File: src/logic/sgf_pkg.sv
package sgf_pkg;
   // register addresses
   localparam logic [7:0] ADDR_MCAST_CTRL = 8'h86;
   localparam logic [7:0] ADDR_RATE_TAG = 8'h87;
   localparam logic [7:0] ADDR_REV_IDENT = 8'h89;
   localparam logic [7:0] ADDR_CLASS_MAP = 8'h90;
   // fields of the multicast control register
   localparam int MC_MAP_LSB = 0;
   localparam int MC_MAP_W = 5;
   localparam int MC_SELF_FILT_BIT = 6;
   localparam int MC_FWD_EN_BIT = 5;
   // fields of the rate and tag control register
   localparam int RT_PERIOD_LSB = 4;
   localparam int RT_QUEUE_BIT = 3;
   localparam int RT_SRC_TAG_BIT = 2;
   // fields of the revision register and class map
   localparam int REV_LSB = 4;
   localparam int CM_CLASS3_LSB = 6;
   localparam int CM_CLASS2_LSB = 4;
   localparam int CM_LOW_LSB = 0;
   // reset values
   localparam logic [4:0] RST_MC_MAP = 5'h00;
   localparam logic [1:0] RST_PERIOD = 2'h1;
   localparam logic [1:0] RST_PRIO = 2'h0;
   localparam logic [3:0] RST_LOW_MAP = 4'h0;
   // revision value, arbitrary
   localparam logic [3:0] REV_DEFAULT = 4'hA;
   // traffic class codes matched by the map
   localparam logic [5:0] CLASS_TWO = 6'h02;
   localparam logic [5:0] CLASS_THREE = 6'h03;
   // period codes and times
   localparam logic [1:0] PER_CODE_16 = 2'h0;
   localparam logic [1:0] PER_CODE_64 = 2'h1;
   localparam int CLK_MHZ = 250;
   localparam longint PER_16_MS = 16;
   localparam longint PER_64_MS = 64;
   localparam longint PER_256_MS = 256;
   localparam longint PER_16_CYC = PER_16_MS * 1000 * CLK_MHZ;
   localparam longint PER_64_CYC = PER_64_MS * 1000 * CLK_MHZ;
   localparam longint PER_256_CYC = PER_256_MS * 1000 * CLK_MHZ;
   typedef enum logic [1:0] {SGF_PER_16, SGF_PER_64, SGF_PER_256} sgf_period_e;
endpackage

File: src/logic/sgf_period_timer.sv
`timescale 1ns/1ns
// free-running period timer: pulses tick at the end of each measuring window
module sgf_period_timer #(
   parameter int CNT_W = 27,
   parameter logic [CNT_W-1:0] CYC_16 = CNT_W'(sgf_pkg::PER_16_CYC),
   parameter logic [CNT_W-1:0] CYC_64 = CNT_W'(sgf_pkg::PER_64_CYC),
   parameter logic [CNT_W-1:0] CYC_256 = CNT_W'(sgf_pkg::PER_256_CYC)
) (
   input wire logic mclk,
   input wire logic rst,
   input wire logic [1:0] period_code,
   output logic tick
);
   logic [CNT_W-1:0] count;
   wire logic [CNT_W-1:0] limit;
   wire logic at_end;

   // code decode, upper bit set selects the long window
   assign limit = period_code[1] ? CYC_256 :
                  (period_code == sgf_pkg::PER_CODE_64) ? CYC_64 : CYC_16;
   assign at_end = (count >= limit - CNT_W'(1));

   // count and wrap; a shortened code ends the window at once
   always_ff @(posedge mclk or posedge rst) begin
      if (rst) begin
         count <= '0;
         tick <= 1'b0;
      end else begin
         count <= at_end ? '0 : count + CNT_W'(1);
         tick <= at_end;
      end
   end
endmodule

File: src/logic/sgf_global_cfg.sv
`timescale 1ns/1ns
// Summary of operation
// - five-bit unknown IP multicast port map, zero drops, all ones floods, resets zero
// - each map bit selects one port, bit 0 is port 1
// - the map is used only while the forwarding enable bit is set
// - two-bit ingress period: 00 16 ms, 01 64 ms, 1x 256 ms, resets 01
// - bit 3 picks per-queue egress limiting when set, per-port when clear
// - bit 2 set: tag insertion decided per source port at each egress
// - bit 2 clear: tag insertion follows a single per-port control bit
// - read-only four-bit revision in the upper nibble of the ident register
// - traffic class 0x03 takes priority from map bits 7 to 6, reset 00
// - traffic class 0x02 takes priority from map bits 5 to 4, reset 00
module sgf_global_cfg #(
   parameter int PORTS = 5,
   parameter int CNT_W = 27,
   parameter logic [CNT_W-1:0] CYC_16 = CNT_W'(sgf_pkg::PER_16_CYC),
   parameter logic [CNT_W-1:0] CYC_64 = CNT_W'(sgf_pkg::PER_64_CYC),
   parameter logic [CNT_W-1:0] CYC_256 = CNT_W'(sgf_pkg::PER_256_CYC),
   parameter logic [3:0] REV_ID = sgf_pkg::REV_DEFAULT
) (
   input wire logic mclk,
   input wire logic rst,
   input wire logic [7:0] reg_addr,
   input wire logic [7:0] reg_wdata,
   input wire logic reg_wr,
   input wire logic reg_rd,
   output logic [7:0] reg_rdata,
   input wire logic mcast_lookup,
   input wire logic [5:0] frame_class,
   input wire logic frame_is_ip,
   input wire logic [PORTS-1:0] src_port_tag_ctrl,
   input wire logic [PORTS-1:0] port_tag_ctrl,
   output logic [PORTS-1:0] mcast_dest,
   output logic mcast_forward,
   output logic [1:0] frame_prio,
   output logic frame_prio_valid,
   output logic [PORTS-1:0] tag_insert,
   output logic queue_egress_limit,
   output logic [1:0] ingress_period,
   output logic ingress_tick
);
   ////////////////////////////////////////////////////////////////////////////
   // register storage
   logic [4:0] mc_map;
   logic mc_fwd_en;
   logic self_filter;
   logic [1:0] period;
   logic queue_mode;
   logic src_tag_sel;
   logic [1:0] prio_for_class_three;
   logic [1:0] prio_for_class_two;
   logic [3:0] prio_low_map;
   logic timer_tick;

   // address decode
   wire logic hit_mc = (reg_addr == sgf_pkg::ADDR_MCAST_CTRL);
   wire logic hit_rt = (reg_addr == sgf_pkg::ADDR_RATE_TAG);
   wire logic hit_id = (reg_addr == sgf_pkg::ADDR_REV_IDENT);
   wire logic hit_cm = (reg_addr == sgf_pkg::ADDR_CLASS_MAP);
   wire logic wr_mc = reg_wr && hit_mc;
   wire logic wr_rt = reg_wr && hit_rt;
   wire logic wr_cm = reg_wr && hit_cm;

   // read views; reserved bits are constant zero
   wire logic [7:0] view_mc = {1'b0, self_filter, mc_fwd_en, mc_map};
   wire logic [7:0] view_rt = {2'b00, period, queue_mode, src_tag_sel, 2'b00};
   wire logic [7:0] view_id = {REV_ID, 4'h0};
   wire logic [7:0] view_cm = {prio_for_class_three, prio_for_class_two, prio_low_map};
   wire logic [7:0] next_rdata = hit_mc ? view_mc :
                                 hit_rt ? view_rt :
                                 hit_id ? view_id :
                                 hit_cm ? view_cm : 8'h00;

   ////////////////////////////////////////////////////////////////////////////
   // multicast control register writes
   always_ff @(posedge mclk or posedge rst) begin
      if (rst) begin
         mc_map <= sgf_pkg::RST_MC_MAP;
         mc_fwd_en <= 1'b0;
         self_filter <= 1'b0;
      end else if (wr_mc) begin
         mc_map <= reg_wdata[sgf_pkg::MC_MAP_LSB +: sgf_pkg::MC_MAP_W];
         mc_fwd_en <= reg_wdata[sgf_pkg::MC_FWD_EN_BIT];
         self_filter <= reg_wdata[sgf_pkg::MC_SELF_FILT_BIT];
      end
   end

   // rate and tag control writes, reserved bits dropped
   always_ff @(posedge mclk or posedge rst) begin
      if (rst) begin
         period <= sgf_pkg::RST_PERIOD;
         queue_mode <= 1'b0;
         src_tag_sel <= 1'b0;
      end else if (wr_rt) begin
         period <= reg_wdata[sgf_pkg::RT_PERIOD_LSB +: 2];
         queue_mode <= reg_wdata[sgf_pkg::RT_QUEUE_BIT];
         src_tag_sel <= reg_wdata[sgf_pkg::RT_SRC_TAG_BIT];
      end
   end

   // traffic class map writes
   always_ff @(posedge mclk or posedge rst) begin
      if (rst) begin
         prio_for_class_three <= sgf_pkg::RST_PRIO;
         prio_for_class_two <= sgf_pkg::RST_PRIO;
         prio_low_map <= sgf_pkg::RST_LOW_MAP;
      end else if (wr_cm) begin
         prio_for_class_three <= reg_wdata[sgf_pkg::CM_CLASS3_LSB +: 2];
         prio_for_class_two <= reg_wdata[sgf_pkg::CM_CLASS2_LSB +: 2];
         prio_low_map <= reg_wdata[sgf_pkg::CM_LOW_LSB +: 4];
      end
   end

   // read data, valid only in the cycle after the strobe
   always_ff @(posedge mclk or posedge rst) begin
      if (rst) begin
         reg_rdata <= 8'h00;
      end else begin
         reg_rdata <= reg_rd ? next_rdata : 8'h00;
      end
   end

   ////////////////////////////////////////////////////////////////////////////
   // unknown IP multicast destination and tag source, one slice per egress port
   wire logic [PORTS-1:0] map_wide;
   wire logic [PORTS-1:0] next_dest;
   wire logic [PORTS-1:0] next_tag;

   // ports beyond the map width are never chosen, so a wider switch stays safe
   for (genvar p = 0; p < PORTS; p++) begin : g_port
      if (p < sgf_pkg::MC_MAP_W) begin : g_mapped
         assign map_wide[p] = mc_map[p];
      end else begin : g_unmapped
         assign map_wide[p] = 1'b0;
      end
      // a clear enable masks every port at once
      assign next_dest[p] = mc_fwd_en && map_wide[p];
      // per source control when bit 2 is set, single control otherwise
      assign next_tag[p] = src_tag_sel ? src_port_tag_ctrl[p] : port_tag_ctrl[p];
   end

   wire logic next_forward = mcast_lookup && mc_fwd_en && (mc_map != 5'h00);

   // priority lookup for the two mapped class codes
   wire logic is_three = frame_is_ip && (frame_class == sgf_pkg::CLASS_THREE);
   wire logic is_two = frame_is_ip && (frame_class == sgf_pkg::CLASS_TWO);
   wire logic [1:0] next_prio = is_three ? prio_for_class_three :
                                is_two ? prio_for_class_two : 2'b00;

   // registered engine outputs
   always_ff @(posedge mclk or posedge rst) begin
      if (rst) begin
         mcast_dest <= '0;
         mcast_forward <= 1'b0;
         frame_prio <= 2'b00;
         frame_prio_valid <= 1'b0;
         tag_insert <= '0;
         queue_egress_limit <= 1'b0;
         ingress_period <= sgf_pkg::RST_PERIOD;
         ingress_tick <= 1'b0;
      end else begin
         mcast_dest <= mcast_lookup ? next_dest : '0;
         mcast_forward <= next_forward;
         frame_prio <= next_prio;
         frame_prio_valid <= is_three || is_two;
         tag_insert <= next_tag;
         queue_egress_limit <= queue_mode;
         ingress_period <= period;
         ingress_tick <= timer_tick;
      end
   end

   ////////////////////////////////////////////////////////////////////////////
   // ingress measuring window timer
   sgf_period_timer #(
      .CNT_W(CNT_W),
      .CYC_16(CYC_16),
      .CYC_64(CYC_64),
      .CYC_256(CYC_256)
   ) u_timer (
      .mclk(mclk),
      .rst(rst),
      .period_code(period),
      .tick(timer_tick)
   );

   ////////////////////////////////////////////////////////////////////////////
   // checks
   a_map_drop: assert property (@(posedge mclk) disable iff (rst)
      (mcast_lookup && mc_map == 5'h00) |=> !mcast_forward)
      else $error("zero port map still forwarded");
   a_map_ports: assert property (@(posedge mclk) disable iff (rst)
      (mcast_lookup && mc_fwd_en) |=> mcast_dest == PORTS'($past(mc_map)))
      else $error("destination differs from port map");
   a_fwd_gate: assert property (@(posedge mclk) disable iff (rst)
      !mc_fwd_en |=> (mcast_dest == '0) && !mcast_forward)
      else $error("forwarding while disabled");
   a_period_dec: assert property (@(posedge mclk) disable iff (rst)
      (wr_rt && reg_wdata[5]) |=> (period[1] && ingress_period == $past(period)))
      else $error("long period code not taken");
   a_queue_mode: assert property (@(posedge mclk) disable iff (rst)
      wr_rt |-> ##2 queue_egress_limit == $past(reg_wdata[3], 2))
      else $error("egress scheme not following bit 3");
   a_src_tag: assert property (@(posedge mclk) disable iff (rst)
      src_tag_sel |=> tag_insert == $past(src_port_tag_ctrl))
      else $error("per source tag select ignored");
   a_port_tag: assert property (@(posedge mclk) disable iff (rst)
      !src_tag_sel |=> tag_insert == $past(port_tag_ctrl))
      else $error("single tag bit not used");
   a_rev_read: assert property (@(posedge mclk) disable iff (rst)
      (reg_rd && hit_id) |=> reg_rdata == {REV_ID, 4'h0})
      else $error("revision read wrong");
   a_prio_three: assert property (@(posedge mclk) disable iff (rst)
      is_three |=> frame_prio_valid && frame_prio == $past(prio_for_class_three))
      else $error("class three priority wrong");
   a_prio_two: assert property (@(posedge mclk) disable iff (rst)
      is_two |=> frame_prio_valid && frame_prio == $past(prio_for_class_two))
      else $error("class two priority wrong");
   a_resv_zero: assert property (@(posedge mclk) disable iff (rst)
      (reg_rd && hit_rt) |=> (reg_rdata[7:6] == 2'b00) && (reg_rdata[1:0] == 2'b00))
      else $error("reserved bits not zero");

   ////////////////////////////////////////////////////////////////////////////
   // register storage checks

   // a write to the multicast control register lands on the next cycle
   a_mc_write: assert property (@(posedge mclk) disable iff (rst)
      wr_mc |=> (mc_map == $past(reg_wdata[4:0])) && (mc_fwd_en == $past(reg_wdata[5])))
      else $error("multicast control write lost");

   // a write to the rate and tag register lands on the next cycle
   a_rt_write: assert property (@(posedge mclk) disable iff (rst)
      wr_rt |=> (period == $past(reg_wdata[5:4])) && (src_tag_sel == $past(reg_wdata[2])))
      else $error("rate tag write lost");

   // the class map takes both mapped fields on a write
   a_cm_write: assert property (@(posedge mclk) disable iff (rst)
      wr_cm |=> (prio_for_class_three == $past(reg_wdata[7:6])) &&
                (prio_for_class_two == $past(reg_wdata[5:4])))
      else $error("class map write lost");

   // the egress scheme changes only through its own register
   a_queue_keep: assert property (@(posedge mclk) disable iff (rst)
      !wr_rt |=> $stable(queue_mode))
      else $error("egress scheme changed without a write");

   // the tag source selection changes only through its own register
   a_tag_keep: assert property (@(posedge mclk) disable iff (rst)
      !wr_rt |=> $stable(src_tag_sel))
      else $error("tag source changed without a write");

   ////////////////////////////////////////////////////////////////////////////
   // read port checks

   // read data stand only in the cycle after the strobe
   a_rd_idle: assert property (@(posedge mclk) disable iff (rst)
      !reg_rd |=> reg_rdata == 8'h00)
      else $error("read data without a read strobe");

   // the class map reads back what it holds
   a_rd_cm: assert property (@(posedge mclk) disable iff (rst)
      (reg_rd && hit_cm) |=> reg_rdata == $past(view_cm))
      else $error("class map read wrong");

   // unmapped addresses read as zero
   a_rd_unmap: assert property (@(posedge mclk) disable iff (rst)
      (reg_rd && !(hit_mc || hit_rt || hit_id || hit_cm)) |=> reg_rdata == 8'h00)
      else $error("unmapped address read not zero");

   // the top bit of the multicast control register is reserved
   a_resv_mc: assert property (@(posedge mclk) disable iff (rst)
      (reg_rd && hit_mc) |=> reg_rdata[7] == 1'b0)
      else $error("multicast reserved bit not zero");

   // the low nibble of the ident register is reserved
   a_resv_id: assert property (@(posedge mclk) disable iff (rst)
      (reg_rd && hit_id) |=> reg_rdata[3:0] == 4'h0)
      else $error("ident reserved bits not zero");

   ////////////////////////////////////////////////////////////////////////////
   // engine output checks

   // an all ones map floods when enabled
   a_flood_all: assert property (@(posedge mclk) disable iff (rst)
      (mcast_lookup && mc_fwd_en && mc_map == 5'h1F) |=> mcast_forward)
      else $error("all ones map did not flood");

   // without a lookup the destination stays empty
   a_lookup_idle: assert property (@(posedge mclk) disable iff (rst)
      !mcast_lookup |=> (mcast_dest == '0) && !mcast_forward)
      else $error("destination without a lookup");

   // the period output follows the register one cycle late
   a_period_copy: assert property (@(posedge mclk) disable iff (rst)
      1'b1 |=> ingress_period == $past(period))
      else $error("period output lags wrongly");

   // the window tick is a single cycle pulse
   a_tick_pulse: assert property (@(posedge mclk) disable iff (rst)
      ingress_tick |=> !ingress_tick)
      else $error("window tick longer than one cycle");

   // other classes and non IP frames carry no mapped priority
   a_prio_other: assert property (@(posedge mclk) disable iff (rst)
      (!is_three && !is_two) |=> !frame_prio_valid && (frame_prio == 2'b00))
      else $error("priority given to an unmapped class");
endmodule

File: config.mk
export PLATFORM = sky130hd
export DESIGN_NAME = sgf_global_cfg
export DESIGN_NICKNAME = d
export VERILOG_FILES = /design/src/logic/sgf_pkg.sv /design/src/logic/sgf_period_timer.sv /design/src/logic/sgf_global_cfg.sv
export SDC_FILE = /design/constraint.sdc
export NUM_CORES = 1
export LEC_CHECK = 0
export BUFFER_PORTS_ARGS = -buffer_cell sky130_fd_sc_hd__buf_2
export CAP_MARGIN = 20
export CELL_PAD_IN_SITES_DETAIL_PLACEMENT = 1
export CELL_PAD_IN_SITES_GLOBAL_PLACEMENT = 1
export CORE_MARGIN = 10
export CORE_UTILIZATION = 44
export DETAILED_ROUTE_END_ITERATION = 8
export PLACE_DENSITY_LB_ADDON = 0.12
export SYNTH_ARGS = -nofsm -noshare
export SYNTH_HDL_FRONTEND = slang
export SYNTH_SLANG_ARGS = --single-unit
File: constraint.sdc
create_clock -name mclk -period 3.05 [get_ports mclk]
set_input_delay 0.61 -clock mclk [delete_from_list [all_inputs] [get_ports mclk]]
set_output_delay 0.61 -clock mclk [all_outputs]
set_load 0.005 [all_outputs]
==> results.py, run 1 <==
metrics = {
    "timing": {
        "fin_crit_sh": 0.795,
        "tns_ns": 0,
        "setup-violations-final": 0,
        "fmax_mhz": 412,
        "worst-slew-pin-transition_ns": 0.560,
        "min_period_ns": 2.43,
        "hold_viol_final": 0,
        "rsz0062_at_grt": "no",
        "skew_ns": 0.00972,
        "maxSlewViolCount": 0,
        "max-slew-margin-rel": 0.626,
    },
    "route": {
        "routedWlPerCell_um": 17.5,
        "drt_iter0_drc": 52,
        "vias_per_cell": 5.15,
        "drt-total-wl_um": 8620,
        "drcViolationCount": 0,
        "route.vias.total": 2528,
        "firstDrtPassIters": 4,
        "final_antenna_net_count": 0,
    },
    "cts": {
        "cts_buffers": 9,
        "clkTransAtPathRegs_ns": 0.08,
        "postCtsHoldBufs": 0,
        "tritoncts": "done",
        "cts_buffer_depth": 2,
        "clkSinkCount": 73,
        "post_cts_buffers": 0,
        "htreeDepth": 3,
        "cts_root_buffer": "clkbuf_8",
        "ctsResizeCount": 0,
        "clock_latency_ns": 0.34,
    },
    "worst_setup_path": {
        "crit_chain": "or2_2, inv_1, ha_1, and4_1, nand4_1, a2111oi_0, a211o_1, buf_4, nor2_1",
        "cp.depth": 9,
        "cp_top_family": "flip-flops",
        "critPathMaxFanout": 15,
        "max_stage_delay_ns": 0.58,
        "critPathBufInv": 2,
        "path_class": "flip-flop to flip-flop",
        "reg2regPathDepth": 9,
        "required_ns": 3.28,
        "worst_path_max_delay_cell": "dfstp_2",
        "setup.worst_path.end_class": "flip-flop",
        "startpoint_type": "flip-flop",
        "cp.arrival_ns": 2.65,
    },
    "global_routing": {
        "grt_antenna_before_repair": 0,
        "grt_max_degree": 49,
        "overflow": 0,
        "track_usage": 0.153,
        "grt_pass1_vias": 2882,
        "grt_pass1_wl_um": 14500,
    },
    "cells_and_area": {
        "nNetsFinal": 441,
        "finalInstanceArea_mm2": 0.00418,
        "diodes": 0,
        "drive_gt1_frac": 0.306,
        "area_growth_pct": 17.1,
    },
    "yosys": {
        "syn_avg_cell_area_um2": 11.4,
        "synthCells": 312,
        "synth_enable_flop_cells": 0,
        "synth-seq-cells": 73,
        "netlist_area_mm2": 0.00357,
        "yosys.area.top_type": "dfrtp_1",
        "synth_cell_types": 46,
        "ys_warn_count": 0,
        "synth-main-ff-cell": "dfrtp_1",
        "yosysSeqAreaShare": 0.512,
        "ys_async_sr_fraction": 1.00,
        "yosysTopAreaCellShare": 0.497,
        "netlist_top_cells_area": "dfrtp_1, ha_1, mux2_2",
    },
    "floorplanning": {
        "io_pins": 64,
        "initial_core_util": 0.458,
        "die_h_um": 110,
        "rows": 32,
        "die_w_um": 110,
        "die_area_mm2": 0.0121,
        "core_area_mm2": 0.00781,
    },
    "placement": {
        "routabilityCongestion": 0.773,
        "placed_area_mm2": 0.00401,
        "io_buffer_count": 63,
        "hpwlAfterDp_um": 6590,
    },
    "flow_run": {
        "drv_cap": 0,
    },
    "worst_hold_path": {
        "min_path_type": "primary input to asynchronous set/reset pin",
    },
    "power": {
        "powerDensity_mw_per_mm2": 431,
        "leakage_nw": 2.14,
        "vdd_drop_max_mv": 0.278,
    },
    "outcome": {
        "outcome": "completed",
    },
}
==> final cells by class <==
type	count	area (µm²)
tap	102	128
fill	882	3630
inverter	9	33.8
timing repair buffer	67	358
clock buffer	10	128
sequential	73	1830
multi-input combinational	224	1660
clock inverter	6	43.8
==> layout by cell type (no fill, tap or decap), drive strengths merged, types with 6 or more instances in the layout <==
master,count
nand2,15
xnor2,17
clkbuf,10
dfrtp,71
ha,19
and3,11
xor2,8
a22oi,7
nand4,6
buf,67
nand3,13
inv,10
nor2,34
nor2b,7
mux2,27
a21oi,7
nor4,6
nor3,9
==> flip-flops by register name (all words and copies together) (netlist names) <==
signal                count
prio_for_class_three      2
tag_insert                5
prio_low_map              4
prio_for_class_two        2
frame_prio_valid          1
ingress_tick              1
frame_prio                2
self_filter               1
src_tag_sel               1
mcast_forward             1
queue_egress_limit        1
ingress_period            2
u_timer.tick              1
queue_mode                1
u_timer.count            27
reg_rdata                 8
mc_fwd_en                 1
mcast_dest                5
map_wide                  5
period                    2
==> cell families (layout without fill, tap and decap cells) <==
group,count (synthesis),after routing,synth area share
muxes,29,29,0.0981
xor gates and xnor gates,25,25,0.0613
AOI/OAI and AO/OA,28,28,0.0532
buffers and inverters,17,92,0.0249
DFF,73,73,0.512
and+or+nand+nor,119,119,0.182
adders and majority gates,19,19,0.0666
other,2,4,0.00210
==> stage by stage <==
stage | utilization | hold WS (ns) | total power [mW] | cells | setup WS (ns)
2_1_floorplan | - | 0.331 | 1.08 | 314 | 0.590
3_3_place_gp | 0.514 | 0.380 | 1.14 | 475 | 0.505
3_5_place_dp | 0.514 | 0.365 | 1.14 | 475 | 0.501
4_1_cts | 0.536 | 0.331 | 1.83 | 491 | 0.611
5_1_grt | 0.536 | 0.343 | 1.89 | 491 | 0.434
6_report | 0.536 | 0.315 | 1.80 | 491 | 0.625
==> layer usage <==
metal  vias up  global-route usage  wire (µm)
li1       1238                   -          -
met1      1249               0.174       3630
met2        33               0.275       4630
met3         8              0.0313        251
met4         0              0.0560        107
met5         -                   0          0
==> power breakdown <==
part | total [mW] | leakage [nW] | internal (mW) | switching [mW]
clock | 0.682 | 0.0866 | 0.299 | 0.383
sequential | 1.00 | 0.974 | 0.986 | 0.0161
combinational | 0.119 | 1.08 | 0.0577 | 0.0616
==> worst paths after layout <==
kind / startpoint / endpoint / slack [ns]
worst max-delay path: period[0] / u_timer.count[11] / 0.62
worst min-delay path: rst / ingress_tick / 0.32
worst max register to register: period[0] / u_timer.count[11] / 0.62
worst min register to register: period[0] / ingress_period[0] / 0.40
max in group asynchronous: rst / period[0] / 2.03
min in group mclk: period[0] / ingress_period[0] / 0.40
==> synthesized netlist by cell type (2+ instances only) <==
master and number:
nand4_1 6, and3_1 11, a21oi_1 7, mux2_4 7, nor2b_1 7, a211oi_1 2, clkbuf_1 2, dfstp_2 2
a21o_1 5, buf_2 2, nand3b_1 2, inv_1 9, or2_2 2, ha_1 19, nand3_1 13, and4_1 4
nor3_1 8, nor4_1 5, xnor2_1 17, and2_1 2, xor2_1 8, o21ai_0 2, conb_1 2, a22oi_1 7
nand2_1 14, buf_4 3, dfrtp_1 71, nor2_1 34, mux2i_1 2, mux2_2 20, nor4b_1 2
No activity file was read; power rests on OpenSTA's default activity.
==> inputs of run 2 (changes only) <==
--- a/config.mk
+++ b/config.mk
@@ -10,7 +10,7 @@
 export CELL_PAD_IN_SITES_DETAIL_PLACEMENT = 1
 export CELL_PAD_IN_SITES_GLOBAL_PLACEMENT = 1
 export CORE_MARGIN = 10
-export CORE_UTILIZATION = 44
+export CORE_UTILIZATION = 40
 export DETAILED_ROUTE_END_ITERATION = 8
 export PLACE_DENSITY_LB_ADDON = 0.12
 export SYNTH_ARGS = -nofsm -noshare
==> constraint.sdc (replaced) <==
create_clock -name mclk -period 2.2 [get_ports mclk]
set_input_delay 0.44 -clock mclk [delete_from_list [all_inputs] [get_ports mclk]]
set_output_delay 0.44 -clock mclk [all_outputs]
set_load 0.005 [all_outputs]
==> run 2 against run 1 <==
- the flow now finishes with violations (setup timing)
- die area grew 8.1%
- core utilization shrank 1.9 points
- via count is 6.2% higher
- cell count is 4.7% higher
- register-to-register slack lost 0.64 ns
- first-iteration DRC count down 40%
- wire length is 1.5% higher
- sequential cell count unchanged
- critical path depth unchanged
- critical path type unchanged
==> results.py, run 2 (same netlist as run 1, synthesis figures left out) <==
metrics = {
    "cells_and_area": {
        "fin_util": 0.517,
        "drive_gt1_frac": 0.402,
        "final_common_cell": "dfrtp_1",
        "largest_register_ffs": 27,
        "num-fill-cells": 956,
        "top_register": "u_timer.count",
        "nNetsFinal": 457,
        "area_growth_pct": 26.2,
        "top_regs": "u_timer.count: 27 flops, reg_rdata: 8 flops",
        "final_cell_mix": "dfrtp_1, buf_2, nor2_1, mux2_2, xnor2_1",
    },
    "worst_setup_path": {
        "r2r-start": "period[0]",
        "critPathMaxFanout": 6,
        "cp.arrival_ns": 2.46,
        "required_ns": 2.44,
        "crit_chain": "or2_4, inv_4, ha_4, and4_1, nand4b_1, a2111oi_4, a211o_4, buf_6, nor2_1",
        "startpoint_type": "flip-flop",
        "rr_endpoint": "u_timer.count[22]",
        "max_stage_delay_ns": 0.55,
        "reg2regPathDepth": 9,
        "setup.worst_path.end_class": "flip-flop",
        "worst_path_max_delay_cell": "dfstp_2",
        "rrSetupSlack_ns": -0.02,
        "path_class": "flip-flop to flip-flop",
    },
    "cts": {
        "htreeDepth": 3,
        "clock_latency_ns": 0.35,
        "tritoncts": "done",
        "clkTransAtPathRegs_ns": 0.09,
        "cts_root_buffer": "clkbuf_8",
        "cts_buffer_depth": 2,
        "cts_buffers": 9,
        "postCtsHoldBufs": 0,
        "clkSinkCount": 73,
    },
    "placement": {
        "io_buffer_count": 63,
        "routabilityCongestion": 0.767,
        "hpwlAfterDp_um": 6560,
    },
    "route": {
        "routedWlPerCell_um": 17.0,
        "firstDrtPassIters": 4,
        "vias_per_cell": 5.22,
        "drt-total-wl_um": 8740,
        "final_antenna_net_count": 0,
        "drcViolationCount": 0,
        "route.vias.total": 2685,
        "drt_iter0_drc": 31,
    },
    "timing": {
        "setup_slack_ns": -0.0157,
        "rsz0062_at_grt": "yes",
        "min_period_ns": 2.22,
        "worst-slew-pin-transition_ns": 0.599,
        "maxSlewViolCount": 0,
        "hold_viol_final": 0,
        "fin_crit_sh": 1.01,
        "setup-violations-final": 21,
        "max-slew-margin-rel": 0.600,
        "fmax_mhz": 451,
        "skew_ns": 0.0117,
        "tns_ns": -0.125,
    },
    "global_routing": {
        "grt_pass1_wl_um": 15000,
        "grt_pass1_vias": 3014,
        "track_usage": 0.142,
        "grt_max_degree": 32,
        "overflow": 0,
        "grt_antenna_before_repair": 1,
    },
    "power": {
        "p_seq_frac": 0.515,
        "p_sw_mw": 0.684,
        "p_int_mw": 2.01,
        "powerDensity_mw_per_mm2": 597,
        "leakage_nw": 2.21,
        "switching_share": 0.254,
        "vdd_drop_max_mv": 0.309,
        "combPwrFrac": 0.071,
        "power.clock.fraction": 0.413,
    },
    "floorplanning": {
        "die_w_um": 115,
        "die_h_um": 115,
        "core_area_mm2": 0.00872,
        "initial_core_util": 0.410,
        "die_area_mm2": 0.0131,
        "io_pins": 64,
        "rows": 34,
    },
    "outcome": {
        "outcome": "finished, violations left",
        "violations": "setup timing",
    },
    "worst_hold_path": {
        "min_path_type": "primary input to asynchronous set/reset pin",
    },
    "flow_run": {
        "drv_cap": 0,
    },
}
==> run 2: cell types whose count changed in the layout (fill, tap and decap cells not counted), moves of 3 or more <==
cell,delta
nor2_1,-14
buf_6,+5
ha_4,+3
buf_4,+11
ha_1,-3
inv_1,-3
nor2_2,+12
==> run 2: cell type report <==
type	instances	area (µm²)	area share
Antenna cell	1	2.50	0.000555
Inverter	9	40.0	0.00888
Clock inverter	7	82.6	0.0183
Sequential cell	73	1830	0.406
Multi-Input combinational cell	224	1800	0.399
Tap cell	108	135	0.0300
Clock buffer	9	124	0.0275
Timing Repair Buffer	83	497	0.110
==> run 2: worst max-delay path: cells and delay by family, from the launching register on <==
kind            cells  cell delay [ns]
buf+inv             2             0.18
simple gates        4             0.50
fa+ha+maj           1             0.26
compound gates      2             0.61
flops               1             0.55
==> run 2: worst max path at each step <==
stage                   start                 to
CTS                 period[0]   u_timer.count[5]
floorplan           period[0]  u_timer.count[18]
finish              period[0]  u_timer.count[22]
global placement    period[0]  u_timer.count[14]
detailed placement  period[0]   u_timer.count[5]
global route        period[0]  u_timer.count[22]
==> run 2: power by group through the flow <==
stage          registers [mW]  logic, mW  clock network, mW
3_5_place_dp             1.41      0.179                  0
3_3_place_gp             1.41      0.175                  0
2_1_floorplan            1.41     0.0929                  0
4_1_cts                  1.39      0.190               1.14
6_report                 1.39      0.191               1.11
5_1_grt                  1.39      0.216               1.20
==> run 2: what timing repair did <==
item | CTS | global route
setup endpoints to repair | 28 | 28
buffers inserted | 2 | 0
gates resized for setup | 17 | 23
pin swaps | 11 | 9
cloned | 2 | 0
==> run 2: stage by stage <==
stage	hold slack [ns]	cell area, µm²	cells	power (mW)	setup WS (ns)
5_1_grt	0.173	4500	513	2.81	-0.127
4_1_cts	0.148	4420	513	2.72	-0.00171
3_3_place_gp	0.341	4120	493	1.59	-0.0145
2_1_floorplan	0.331	3590	314	1.50	0.0196
3_5_place_dp	0.341	4120	493	1.59	-0.125
6_report	0.139	4510	514	2.69	-0.0157
==> run 2: metal layers <==
layer | track usage | vias up | wire (µm) | share of wire
li1 | - | 1275 | - | -
met1 | 0.160 | 1353 | 3560 | 0.41
met2 | 0.242 | 44 | 4580 | 0.52
met3 | 0.0540 | 13 | 425 | 0.049
met4 | 0.0443 | 0 | 184 | 0.021
met5 | 0 | - | 0 | 0
